**src/core/ocmon_pkg.sv**
```systemverilog
package ocmon_pkg;
   localparam int NUM_CH = 4;
   localparam int DLY_W = 7;
   // Command codes that select the byte registers.
   localparam logic [7:0] CMD_STATUS = 8'h00;
   localparam logic [7:0] CMD_CONFIG = 8'h01;
   localparam logic [7:0] CMD_QDELAY = 8'h02;
   // Power-on values.
   localparam logic [7:0] CONFIG_RST = 8'h0C;
   localparam logic [7:0] QDELAY_RST = 8'h04;
   // Field positions.
   localparam int ALERT_EN_BIT = 3;
   localparam int AVG_LSB = 0;
   localparam int AVG_W = 3;
   localparam int CNT_RESET_BIT = 7;
   localparam int QDLY_LSB = 0;
   // Qualification takes one sample per channel every millisecond.
   localparam int SAMPLE_PERIOD_US = 1000;
   localparam int CLK_MHZ = 125;
   localparam int SAMPLE_PERIOD_CYC = SAMPLE_PERIOD_US * CLK_MHZ;
endpackage

```
**src/core/oc_qualifier.sv**
```systemverilog
module oc_qualifier
   import ocmon_pkg::*;
(
   input wire logic i_clk, // System clock.
   input wire logic i_nrst, // Sync reset, active low.
   input wire logic i_hold, // Hold counter in reset.
   input wire logic [ocmon_pkg::DLY_W-1:0] i_delay, // Qualify delay value.
   input wire logic i_sample_stb, // One sample this cycle.
   input wire logic i_over, // Sample exceeds threshold.
   output logic o_qualified // Pulse: excursion qualified.
);
   logic [DLY_W-1:0] cnt_q;
   logic fired_q;

   // Once an excursion has fired, further exceeding samples are ignored until
   // a sample falls below the threshold or i_hold restarts qualification, so
   // without a hold in between one excursion gives one event.
   // The count is compared with at least the delay, so a delay lowered in
   // mid-excursion to no more than the count already reached fires on the next exceeding sample instead of waiting
   // for the counter to wrap around.
   always_ff @(posedge i_clk) begin
      if (!i_nrst || i_hold) begin
         cnt_q <= '0;
         fired_q <= 1'b0;
         o_qualified <= 1'b0;
      end else begin
         o_qualified <= 1'b0;
         if (i_sample_stb) begin
            if (!i_over) begin
               cnt_q <= '0;
               fired_q <= 1'b0;
            end else if (!fired_q) begin
               if (cnt_q >= i_delay) begin
                  o_qualified <= 1'b1;
                  fired_q <= 1'b1;
                  cnt_q <= '0;
               end else begin
                  cnt_q <= cnt_q + 1'b1;
               end
            end
         end
      end
   end
endmodule

```
**src/core/current_monitor_avg_ocdelay_ctrl.sv**
```systemverilog
// Overview of operation
// - Alert enable bit 3 low keeps alert off and ignores alert response.
// - Bits 2:0 pick 1 to 128 samples averaged, power of two.
// - Unassigned control bits carry no meaning; host must not test them.
// - Delay byte bit 7 holds counters reset, no events, clears flags.
// - With bit 7 low, seven-bit delay applies to every channel.
// - Flag sets after consecutive exceeding samples; any low sample restarts.
// - Delay zero sets flag and alert on first exceeding sample.
// - Flag stays set until host writes zero or sets delay byte bit 7; sets again only on new excursion, or on one still running when bit 7 clears.
// - Any status byte read or write deasserts the alert output, unless a new event lands in the same cycle.
module current_monitor_avg_ocdelay_ctrl (
   input wire logic i_clk, // 125 MHz clock.
   input wire logic i_nrst, // Sync reset, active low.
   input wire logic [7:0] i_cmd_code, // Command code of access.
   input wire logic i_wr_stb, // Byte write pulse.
   input wire logic [7:0] i_wr_data, // Byte to write.
   input wire logic i_rd_stb, // Byte read pulse.
   input wire logic i_ara_won, // Alert response won.
   input wire logic [ocmon_pkg::NUM_CH-1:0] i_sample_stb, // Sample ticks.
   input wire logic [ocmon_pkg::NUM_CH-1:0] i_over_thresh, // Over threshold.
   output logic [7:0] o_rd_data, // Read byte.
   output logic o_rd_valid, // Read byte valid pulse.
   output logic o_alert, // Alert, active high.
   output logic o_ara_respond_en, // Answer alert response.
   output logic [ocmon_pkg::AVG_W-1:0] o_average_count_select, // Averaging.
   output logic [ocmon_pkg::DLY_W-1:0] o_qualify_delay_value, // Delay value.
   output logic [ocmon_pkg::NUM_CH-1:0] o_overcurrent_flag // Flags.
);
   import ocmon_pkg::*;

   function automatic logic cmd_hit(input logic [7:0] code,
                                    input logic [7:0] sel);
      cmd_hit = (code == sel);
   endfunction

   logic alert_en_q;
   logic cnt_reset_q;
   logic [NUM_CH-1:0] qual;
   logic [NUM_CH-1:0] event_hit;
   logic status_access;
   logic [NUM_CH-1:0] flag_clr;

   assign status_access = (i_wr_stb || i_rd_stb) && cmd_hit(i_cmd_code,
                                                           CMD_STATUS);
   assign flag_clr = (i_wr_stb && cmd_hit(i_cmd_code, CMD_STATUS)) ?
                     ~i_wr_data[NUM_CH-1:0] : '0;
   assign event_hit = qual & {NUM_CH{~cnt_reset_q}};

   always_ff @(posedge i_clk) begin
      if (!i_nrst) begin
         alert_en_q <= CONFIG_RST[ALERT_EN_BIT];
         o_ara_respond_en <= CONFIG_RST[ALERT_EN_BIT];
         o_average_count_select <= CONFIG_RST[AVG_LSB +: AVG_W];
      end else if (i_wr_stb && cmd_hit(i_cmd_code, CMD_CONFIG)) begin
         alert_en_q <= i_wr_data[ALERT_EN_BIT];
         o_ara_respond_en <= i_wr_data[ALERT_EN_BIT];
         o_average_count_select <= i_wr_data[AVG_LSB +: AVG_W];
      end
   end

   always_ff @(posedge i_clk) begin
      if (!i_nrst) begin
         cnt_reset_q <= QDELAY_RST[CNT_RESET_BIT];
         o_qualify_delay_value <= QDELAY_RST[QDLY_LSB +: DLY_W];
      end else if (i_wr_stb && cmd_hit(i_cmd_code, CMD_QDELAY)) begin
         cnt_reset_q <= i_wr_data[CNT_RESET_BIT];
         o_qualify_delay_value <= i_wr_data[QDLY_LSB +: DLY_W];
      end
   end

   genvar ch;
   generate
      for (ch = 0; ch < NUM_CH; ch++) begin : g_ch
         oc_qualifier u_qual (
            .i_clk(i_clk),
            .i_nrst(i_nrst),
            .i_hold(cnt_reset_q),
            .i_delay(o_qualify_delay_value),
            .i_sample_stb(i_sample_stb[ch]),
            .i_over(i_over_thresh[ch]),
            .o_qualified(qual[ch])
         );
      end
   endgenerate

   // A new event in the clearing cycle wins, so no excursion is lost.
   always_ff @(posedge i_clk) begin
      if (!i_nrst || cnt_reset_q) begin
         o_overcurrent_flag <= '0;
      end else begin
         o_overcurrent_flag <= (o_overcurrent_flag & ~flag_clr)
                               | event_hit;
      end
   end

   // Alert is set by qualified events only while enabled; a status access or a won
   // alert response drops it, but a fresh event in that cycle keeps it.
   always_ff @(posedge i_clk) begin
      if (!i_nrst || !alert_en_q) begin
         o_alert <= 1'b0;
      end else if (|event_hit) begin
         o_alert <= 1'b1;
      end else if (status_access || i_ara_won) begin
         o_alert <= 1'b0;
      end
   end

   // Unassigned bits read as zero; the host must not depend on that.
   always_ff @(posedge i_clk) begin
      if (!i_nrst) begin
         o_rd_data <= 8'h00;
         o_rd_valid <= 1'b0;
      end else begin
         o_rd_valid <= i_rd_stb;
         if (i_rd_stb) begin
            unique case (i_cmd_code)
               CMD_STATUS: o_rd_data <= {4'h0, o_overcurrent_flag};
               CMD_CONFIG: o_rd_data <= {4'h0, alert_en_q,
                                         o_average_count_select};
               CMD_QDELAY: o_rd_data <= {cnt_reset_q, o_qualify_delay_value};
               default: o_rd_data <= 8'h00;
            endcase
         end
      end
   end
endmodule

```
**config.mk**
```make
export PLATFORM = sky130hd
export DESIGN_NAME = current_monitor_avg_ocdelay_ctrl
export DESIGN_NICKNAME = d
export VERILOG_FILES = /design/src/core/ocmon_pkg.sv /design/src/core/oc_qualifier.sv /design/src/core/current_monitor_avg_ocdelay_ctrl.sv
export SDC_FILE = /design/constraint.sdc
export NUM_CORES = 1
export LEC_CHECK = 0
export ABC_AREA = 0
export BUFFER_PORTS_ARGS = -buffer_cell sky130_fd_sc_hd__buf_4
export CAP_MARGIN = 20
export CORE_MARGIN = 2
export CORE_UTILIZATION = 57
export DETAILED_ROUTE_END_ITERATION = 6
export PLACE_DENSITY = 0.8
export SETUP_SLACK_MARGIN = 0.1
export SLEW_MARGIN = 30
export SYNTH_ARGS = -nofsm -noshare
export SYNTH_HDL_FRONTEND = slang
export SYNTH_SLANG_ARGS = --single-unit
```
**constraint.sdc**
```tcl
create_clock -name i_clk -period 2.55 [get_ports i_clk]
set_input_delay 0.3825 -clock i_clk [delete_from_list [all_inputs] [get_ports i_clk]]
set_output_delay 0.3825 -clock i_clk [all_outputs]
set_load 0.1 [all_outputs]
```
==> results.yml, run 1 <==
power_and_ir_drop:
  p_switching_uw: 472
  swShare_pct: 22.5
  p_total_mw: 2.10
  p_seq_share_pct: 46.7
  pwr-share-clk_pct: 46.4
  leakage_nw: 1.79
  irDropWorstVdd_mv: 0.363
  p_int_mw: 1.63
  p_per_area_nw_per_um2: 508
  p_comb_share_pct: 6.9
logic_synthesis:
  yosysTopAreaCellShare_pct: 36.1
  yosysMostFrequentCell: "dfxtp_1"
  synth_area_leader_cell: "dfxtp_1"
  ys.flop_type: "dfxtp_1"
  synth_area_sq_um: 3440
  ys_seq_area_share_pct: 36.1
  synthXorXnorAreaFrac_pct: 0.509
  ys_async_sr_fraction_pct: 0
  syn_avg_cell_area_sq_um: 8.15
  ys_warn_count: 0
  syn_inst: 422
  ys_top_cells_by_area: "dfxtp_1 36%, ha_1 12%, a21oi_1 6.3%"
  yosys.area_share.simple_pct: 26.1
  ys_ff_latch: 62
  syn_nets: 483
  synth_mux_area_share_pct: 4.66
  synthAdderAreaFrac_pct: 11.6
  synth_compound_area_share_pct: 16.9
  yosys-top-cells-count: "62 x dfxtp_1, 56 x nand2_1, 43 x a21oi_1"
  yosys.cell_types.count: 38
  synth_top_family_by_area: "simple AND/OR/NAND/NOR gates"
  synth-edff-count: 0
sta:
  rsz0062_at_grt: "no"
  skew_ns: 0.00447
  fin_tns_setup_ns: 0
  min_period_ns: 2.03
  drv_slew: 0
  fmax_ghz: 0.493
  worstMarginPinSlew_ns: 0.565
  fin_crit_sh_pct: 79.6
  hold_violations: 0
  maxSlewHeadroom_pct: 62.1
  setup_viol: 0
worst_setup_path:
  r2r-end: "g_ch[3].u_qual.cnt_q[6]$_SDFFE_PP0P_"
  start_kind: "flop"
  reg2reg_depth: 7
  worstPathArrival_ns: 2.31
  worstSetupEndpointType: "flop"
  startpoint: "o_qualify_delay_value[6]$_SDFFE_PN0P_"
  path_class: "flop to flop"
  cp_max_fo: 4
  cp-endpoint: "g_ch[3].u_qual.cnt_q[6]$_SDFFE_PP0P_"
  rr_startpoint: "o_qualify_delay_value[6]$_SDFFE_PN0P_"
  critPathRequiredTime_ns: 2.83
  rrSetupSlack_ns: 0.52
clock_network:
  clkTransAtPathRegs_ns: 0.07
  cts_tree: "built"
  cts_setup_buffers: 0
  clockBufferDepth: 2
  root_buffer: "clkbuf_8"
  postCtsResizedCells: 0
  cts_hold_buf: 0
  cts_max_level: 3
  clock_latency_ns: 0.34
  clock-sinks: 62
  cts_buffers: 9
floorplanning:
  ios: 54
  start_util_pct: 58.4
  die_area_sq_um: 6670
  die_h_um: 81.7
  core_sq_um: 5890
  die_w_um: 81.7
  core.rowCount: 28
global_route:
  grt_start_max_net_pins: 31
  grt_overflow: 0
  grt_pass1_wl_um: 13100
  grt_pass1_vias: 2803
  track_usage_pct: 25.6
  antenna_found_initial: 0
layout:
  fill_cells: 512
  fin_nets: 539
  layout-drive-gt1-share_pct: 19.3
  synthToLayoutAreaGrowth_pct: 20.3
  antennaDiodeCount: 0
detailed_routing:
  wl_per_cell_um: 14.6
  vias: 3197
  first_pass_iters: 4
  drt-initial-drc-count: 152
  drtAntennaViolNets: 0
  viasPerCell: 5.74
  wl_um: 8150
  drc_errors: 0
worst_hold_path:
  min_path_type: "primary input to flop"
  worstHoldStart: "i_sample_stb[2]"
outcome:
  status: "finished clean"
job:
  drv_cap: 0
placed_design:
  place_hpwl_um: 5910
  place_congestion: 0.822
  portBuffers: 53
==> through the flow <==
stage          setup slack, ns  instance area, sq um  hold WS, ns  util (%)  cells
2_1_floorplan            0.189                  3450        0.420         -    422
6_report                 0.520                  4140        0.249      70.3    557
5_1_grt                  0.368                  4140        0.258      70.3    557
3_3_place_gp             0.632                  3920        0.438      66.5    542
3_5_place_dp             0.556                  3920        0.456      66.5    542
4_1_cts                  0.549                  4140        0.238      70.3    557
==> layout make-up <==
type	count	area, sq um	share of cell area [%]
Tap cell	75	93.8	2.27
Timing Repair Buffer	55	413	9.98
Sequential cell	62	1250	30.2
Inverter	27	101	2.45
Clock inverter	4	70.1	1.69
Clock buffer	11	151	3.66
Multi-Input combinational cell	323	2060	49.7
==> cells by family after synthesis <==
logic type / after synthesis
mux: 16
flops: 62
fa+ha+maj: 32
xor+xnor: 2
compound gates: 97
simple gates: 176
buf+inv: 37
==> flip-flops by register name, indices dropped and copies added (netlist names) <==
register                 cells
o_qualify_delay_value        7
o_alert                      1
g_ch.u_qual.fired_q          4
o_overcurrent_flag           4
o_rd_data                    8
o_rd_valid                   1
o_average_count_select       3
g_ch.u_qual.o_qualified      4
g_ch.u_qual.cnt_q           28
alert_en_q                   1
cnt_reset_q                  1
==> routing by layer <==
| metal | part of all wire, % | up-vias | global-route usage [%] |
|---|---|---|---|
| met4 | 1.4 | 0 | 9.33 |
| met3 | 6.2 | 12 | 5.38 |
| met1 | 46 | 1493 | 32.4 |
| met5 | 0 | - | 0 |
| met2 | 46 | 96 | 43.1 |
| li1 | - | 1596 | - |
==> worst min path at each step <==
stage / endpoint / cells past startpoint
floorplan: g_ch[2].u_qual.o_qualified$_SDFF_PP0_ / 1
global placement: o_overcurrent_flag[3]$_SDFF_PP0_ / 2
detailed placement: o_overcurrent_flag[3]$_SDFF_PP0_ / 2
CTS: g_ch[2].u_qual.fired_q$_SDFFE_PP0P_ / 2
global route: g_ch[2].u_qual.fired_q$_SDFFE_PP0P_ / 2
finish: g_ch[2].u_qual.fired_q$_SDFFE_PP0P_ / 2
==> critical path, cell delays in order (launching register included) <==
cell	delay, ns
dfxtp_2	0.36
inv_1	0.13
ha_1	0.33
a21oi_1	0.12
o21ai_0	0.17
a211oi_1	0.52
o21ai_0	0.20
nor2_1	0.14
==> power groups by stage <==
stage,Sequential (mW),Combinational [mW],Clock (mW)
final,0.980,0.145,0.975
after global routing,0.980,0.158,1.03
after CTS,0.980,0.143,0.988
after detailed placement,1.00,0.142,0
after global placement,1.00,0.140,0
after floorplan,1.01,0.0706,0
==> cell usage in the layout, fill, tap and decap left out, types with 2 or more instances in the layout <==
cell / instances
a211oi_1: 6
mux2i_1: 16
nor2_1: 27
o22ai_1: 4
a41oi_1: 3
a21oi_1: 43
or3_1: 3
a31oi_1: 11
nor3_1: 10
nor3b_1: 4
a211oi_2: 2
nor2b_1: 27
o21ai_0: 19
a22oi_1: 3
nand4_1: 5
buf_4: 55
dfxtp_1: 55
or2_2: 5
o221a_2: 3
nand3_1: 22
inv_1: 27
bufinv_16: 2
ha_1: 32
dfxtp_2: 7
nand2_1: 56
clkinv_2: 2
clkbuf_8: 11
and2_1: 10
No activity file was read; power rests on OpenSTA's default activity.
==> run 2: changes to the inputs <==
ABC_AREA = 1   (was 0)
clock period = 2.1 ns   (was 2.55 ns; I/O delays follow)
==> run 2 against run 1 <==
Flip-flop and latch count is the same. Sequential share of layout area shrank 0.82 points. Non-clock buffer count shrank 1.
==> results.yml, run 2 <==
worst_setup_path:
  path_class: "flop to flop"
  critPathRequiredTime_ns: 2.33
  critPathTopFamily: "simple AND/OR/NAND/NOR gates"
  cp_slowest_cell: "ha_1"
  crit_chain: "inv_1, ha_1, nand2_1, o21ai_0, nand2_1, nand2_1, nor2_1, nor2_1, nor2_1"
  worstSetupEndpointType: "flop"
  start_kind: "flop"
  cp_slowest_stage_delay_ns: 0.37
  cp_max_fo: 6
  path_buf_inv: 1
  worstPathArrival_ns: 2.02
layout:
  top_register: "g_ch.u_qual.cnt_q"
  antennaDiodeCount: 0
  final_cell_mix: "122 x nand2_1, 76 x inv_1, 63 x nor2_1, 55 x dfxtp_1, 54 x buf_4"
  layout-drive-gt1-share_pct: 16.6
  biggestRegsByFlops: "g_ch.u_qual.cnt_q (28), o_rd_data (8), o_qualify_delay_value (7)"
  largest_reg_flops: 28
  fin_nets: 647
  final_common_cell: "nand2_1"
  synthToLayoutAreaGrowth_pct: 18.5
  final_area_sq_um: 4250
floorplanning:
  ios: 54
  core.rowCount: 28
  die_h_um: 83.3
  die_area_sq_um: 6950
  start_util_pct: 59.9
  die_w_um: 83.3
  core_sq_um: 5990
sta:
  hold_violations: 0
  min_period_ns: 1.79
  drv_slew: 0
  maxSlewHeadroom_pct: 72.7
  rsz0062_at_grt: "no"
  fin_tns_setup_ns: 0
  setup_viol: 0
  worstMarginPinSlew_ns: 0.409
  skew_ns: 0.0105
  fin_crit_sh_pct: 85.3
  fmax_ghz: 0.558
logic_synthesis:
  yosys-top-cells-count: "122 x nand2_1, 76 x inv_1, 63 x nor2_1"
  syn_avg_cell_area_sq_um: 6.80
  yosysTopAreaCellShare_pct: 34.6
  yosys.cell_types.count: 29
  syn_nets: 589
  syn_inst: 528
  ys.flop_type: "dfxtp_1"
  synth-edff-count: 0
  synth_area_sq_um: 3590
  synth_compound_area_share_pct: 13.6
  synth_top_family_by_area: "simple AND/OR/NAND/NOR gates"
  synthAdderAreaFrac_pct: 11.2
  ys_warn_count: 0
  ys_seq_area_share_pct: 34.6
  ys_top_cells_by_area: "dfxtp_1 35%, nand2_1 13%, ha_1 11%"
  synth_mux_area_share_pct: 0
  ys_async_sr_fraction_pct: 0
  ys_ff_latch: 62
  yosysMostFrequentCell: "nand2_1"
  synth_area_leader_cell: "dfxtp_1"
  yosys.area_share.simple_pct: 31.0
  synthXorXnorAreaFrac_pct: 0
detailed_routing:
  first_pass_iters: 4
  wl_per_cell_um: 13.2
  drtAntennaViolNets: 0
  wl_um: 8800
  viasPerCell: 5.47
  drc_errors: 0
  vias: 3643
  drt-initial-drc-count: 184
job:
  drv_cap: 0
clock_network:
  cts_setup_buffers: 0
  root_buffer: "clkbuf_8"
  postCtsResizedCells: 0
  clock-sinks: 62
  clockBufferDepth: 2
  cts_tree: "built"
  cts_buffers: 9
  cts_hold_buf: 0
  clkTransAtPathRegs_ns: 0.08
  cts_max_level: 3
  clock_latency_ns: 0.35
power_and_ir_drop:
  p_per_area_nw_per_um2: 587
  leakage_nw: 2.06
  irDropWorstVdd_mv: 0.338
placed_design:
  placed_cell_area_sq_um: 4050
  portBuffers: 53
  place_congestion: 0.861
  place_hpwl_um: 6610
global_route:
  antenna_found_initial: 0
  grt_overflow: 0
  track_usage_pct: 25.8
  grt_start_max_net_pins: 20
  grt_pass1_vias: 3345
  grt_pass1_wl_um: 14900
outcome:
  status: "finished clean"
worst_hold_path:
  min_path_type: "primary input to flop"
[run 2: cells by family after synthesis]
group           count (synthesis)
compound gates                 89
fa+ha+maj                      32
buf+inv                        87
flops                          62
simple gates                  258
[run 2: area by class of cell]
cell class	count	area, sq um
Clock buffer	9	124
Tap cell	75	93.8
Clock inverter	7	73.8
Multi-Input combinational cell	379	2000
Sequential cell	62	1250
Inverter	80	303
Fill cell	519	1740
Timing Repair Buffer	54	405
[run 2: worst min-delay path: stages]
cell and delay [ns]:
buf_4 0.09, nand2_1 0.05, nand3_1 0.05
[run 2: worst paths after layout]
check	startpoint	endpoint	slack [ns]	cells past startpoint
worst max-delay path	o_qualify_delay_value[2]$_SDFFE_PN1P_	g_ch[2].u_qual.cnt_q[6]$_SDFFE_PP0P_	0.31	9
worst max register to register	o_qualify_delay_value[2]$_SDFFE_PN1P_	g_ch[2].u_qual.cnt_q[6]$_SDFFE_PP0P_	0.31	9
worst min-delay path	i_wr_data[2]	o_average_count_select[2]$_SDFFE_PN1P_	0.19	3
worst min register to register	o_rd_data[0]$_SDFFE_PN0P_	o_rd_data[0]$_SDFFE_PN0P_	0.47	2
[run 2: routing by layer]
metal  GRT usage [%]  up-vias  wire length [um]
met5               0        -                 0
met4            12.2        0               244
met3            4.87       23               637
met2            42.7      144              4080
met1            32.2     1644              3840
li1                -     1832                 -
[run 2: metrics by stage]
step,hold slack [ns],power (mW),setup WS [ns],utilization (%),std cells
finish,0.187,2.50,0.309,71.0,666
global route,0.211,2.58,0.182,71.0,666
CTS,0.180,2.50,0.349,71.0,666
detailed placement,0.456,1.45,0.403,67.7,650
global placement,0.455,1.44,0.441,67.7,650
floorplan,0.428,1.36,0.175,-,528
[run 2: power by group]
group | leakage [nW] | switching [mW] | internal (mW)
registers | 0.504 | 0.0111 | 1.19
logic | 1.45 | 0.145 | 0.0765
clock network | 0.0996 | 0.524 | 0.551
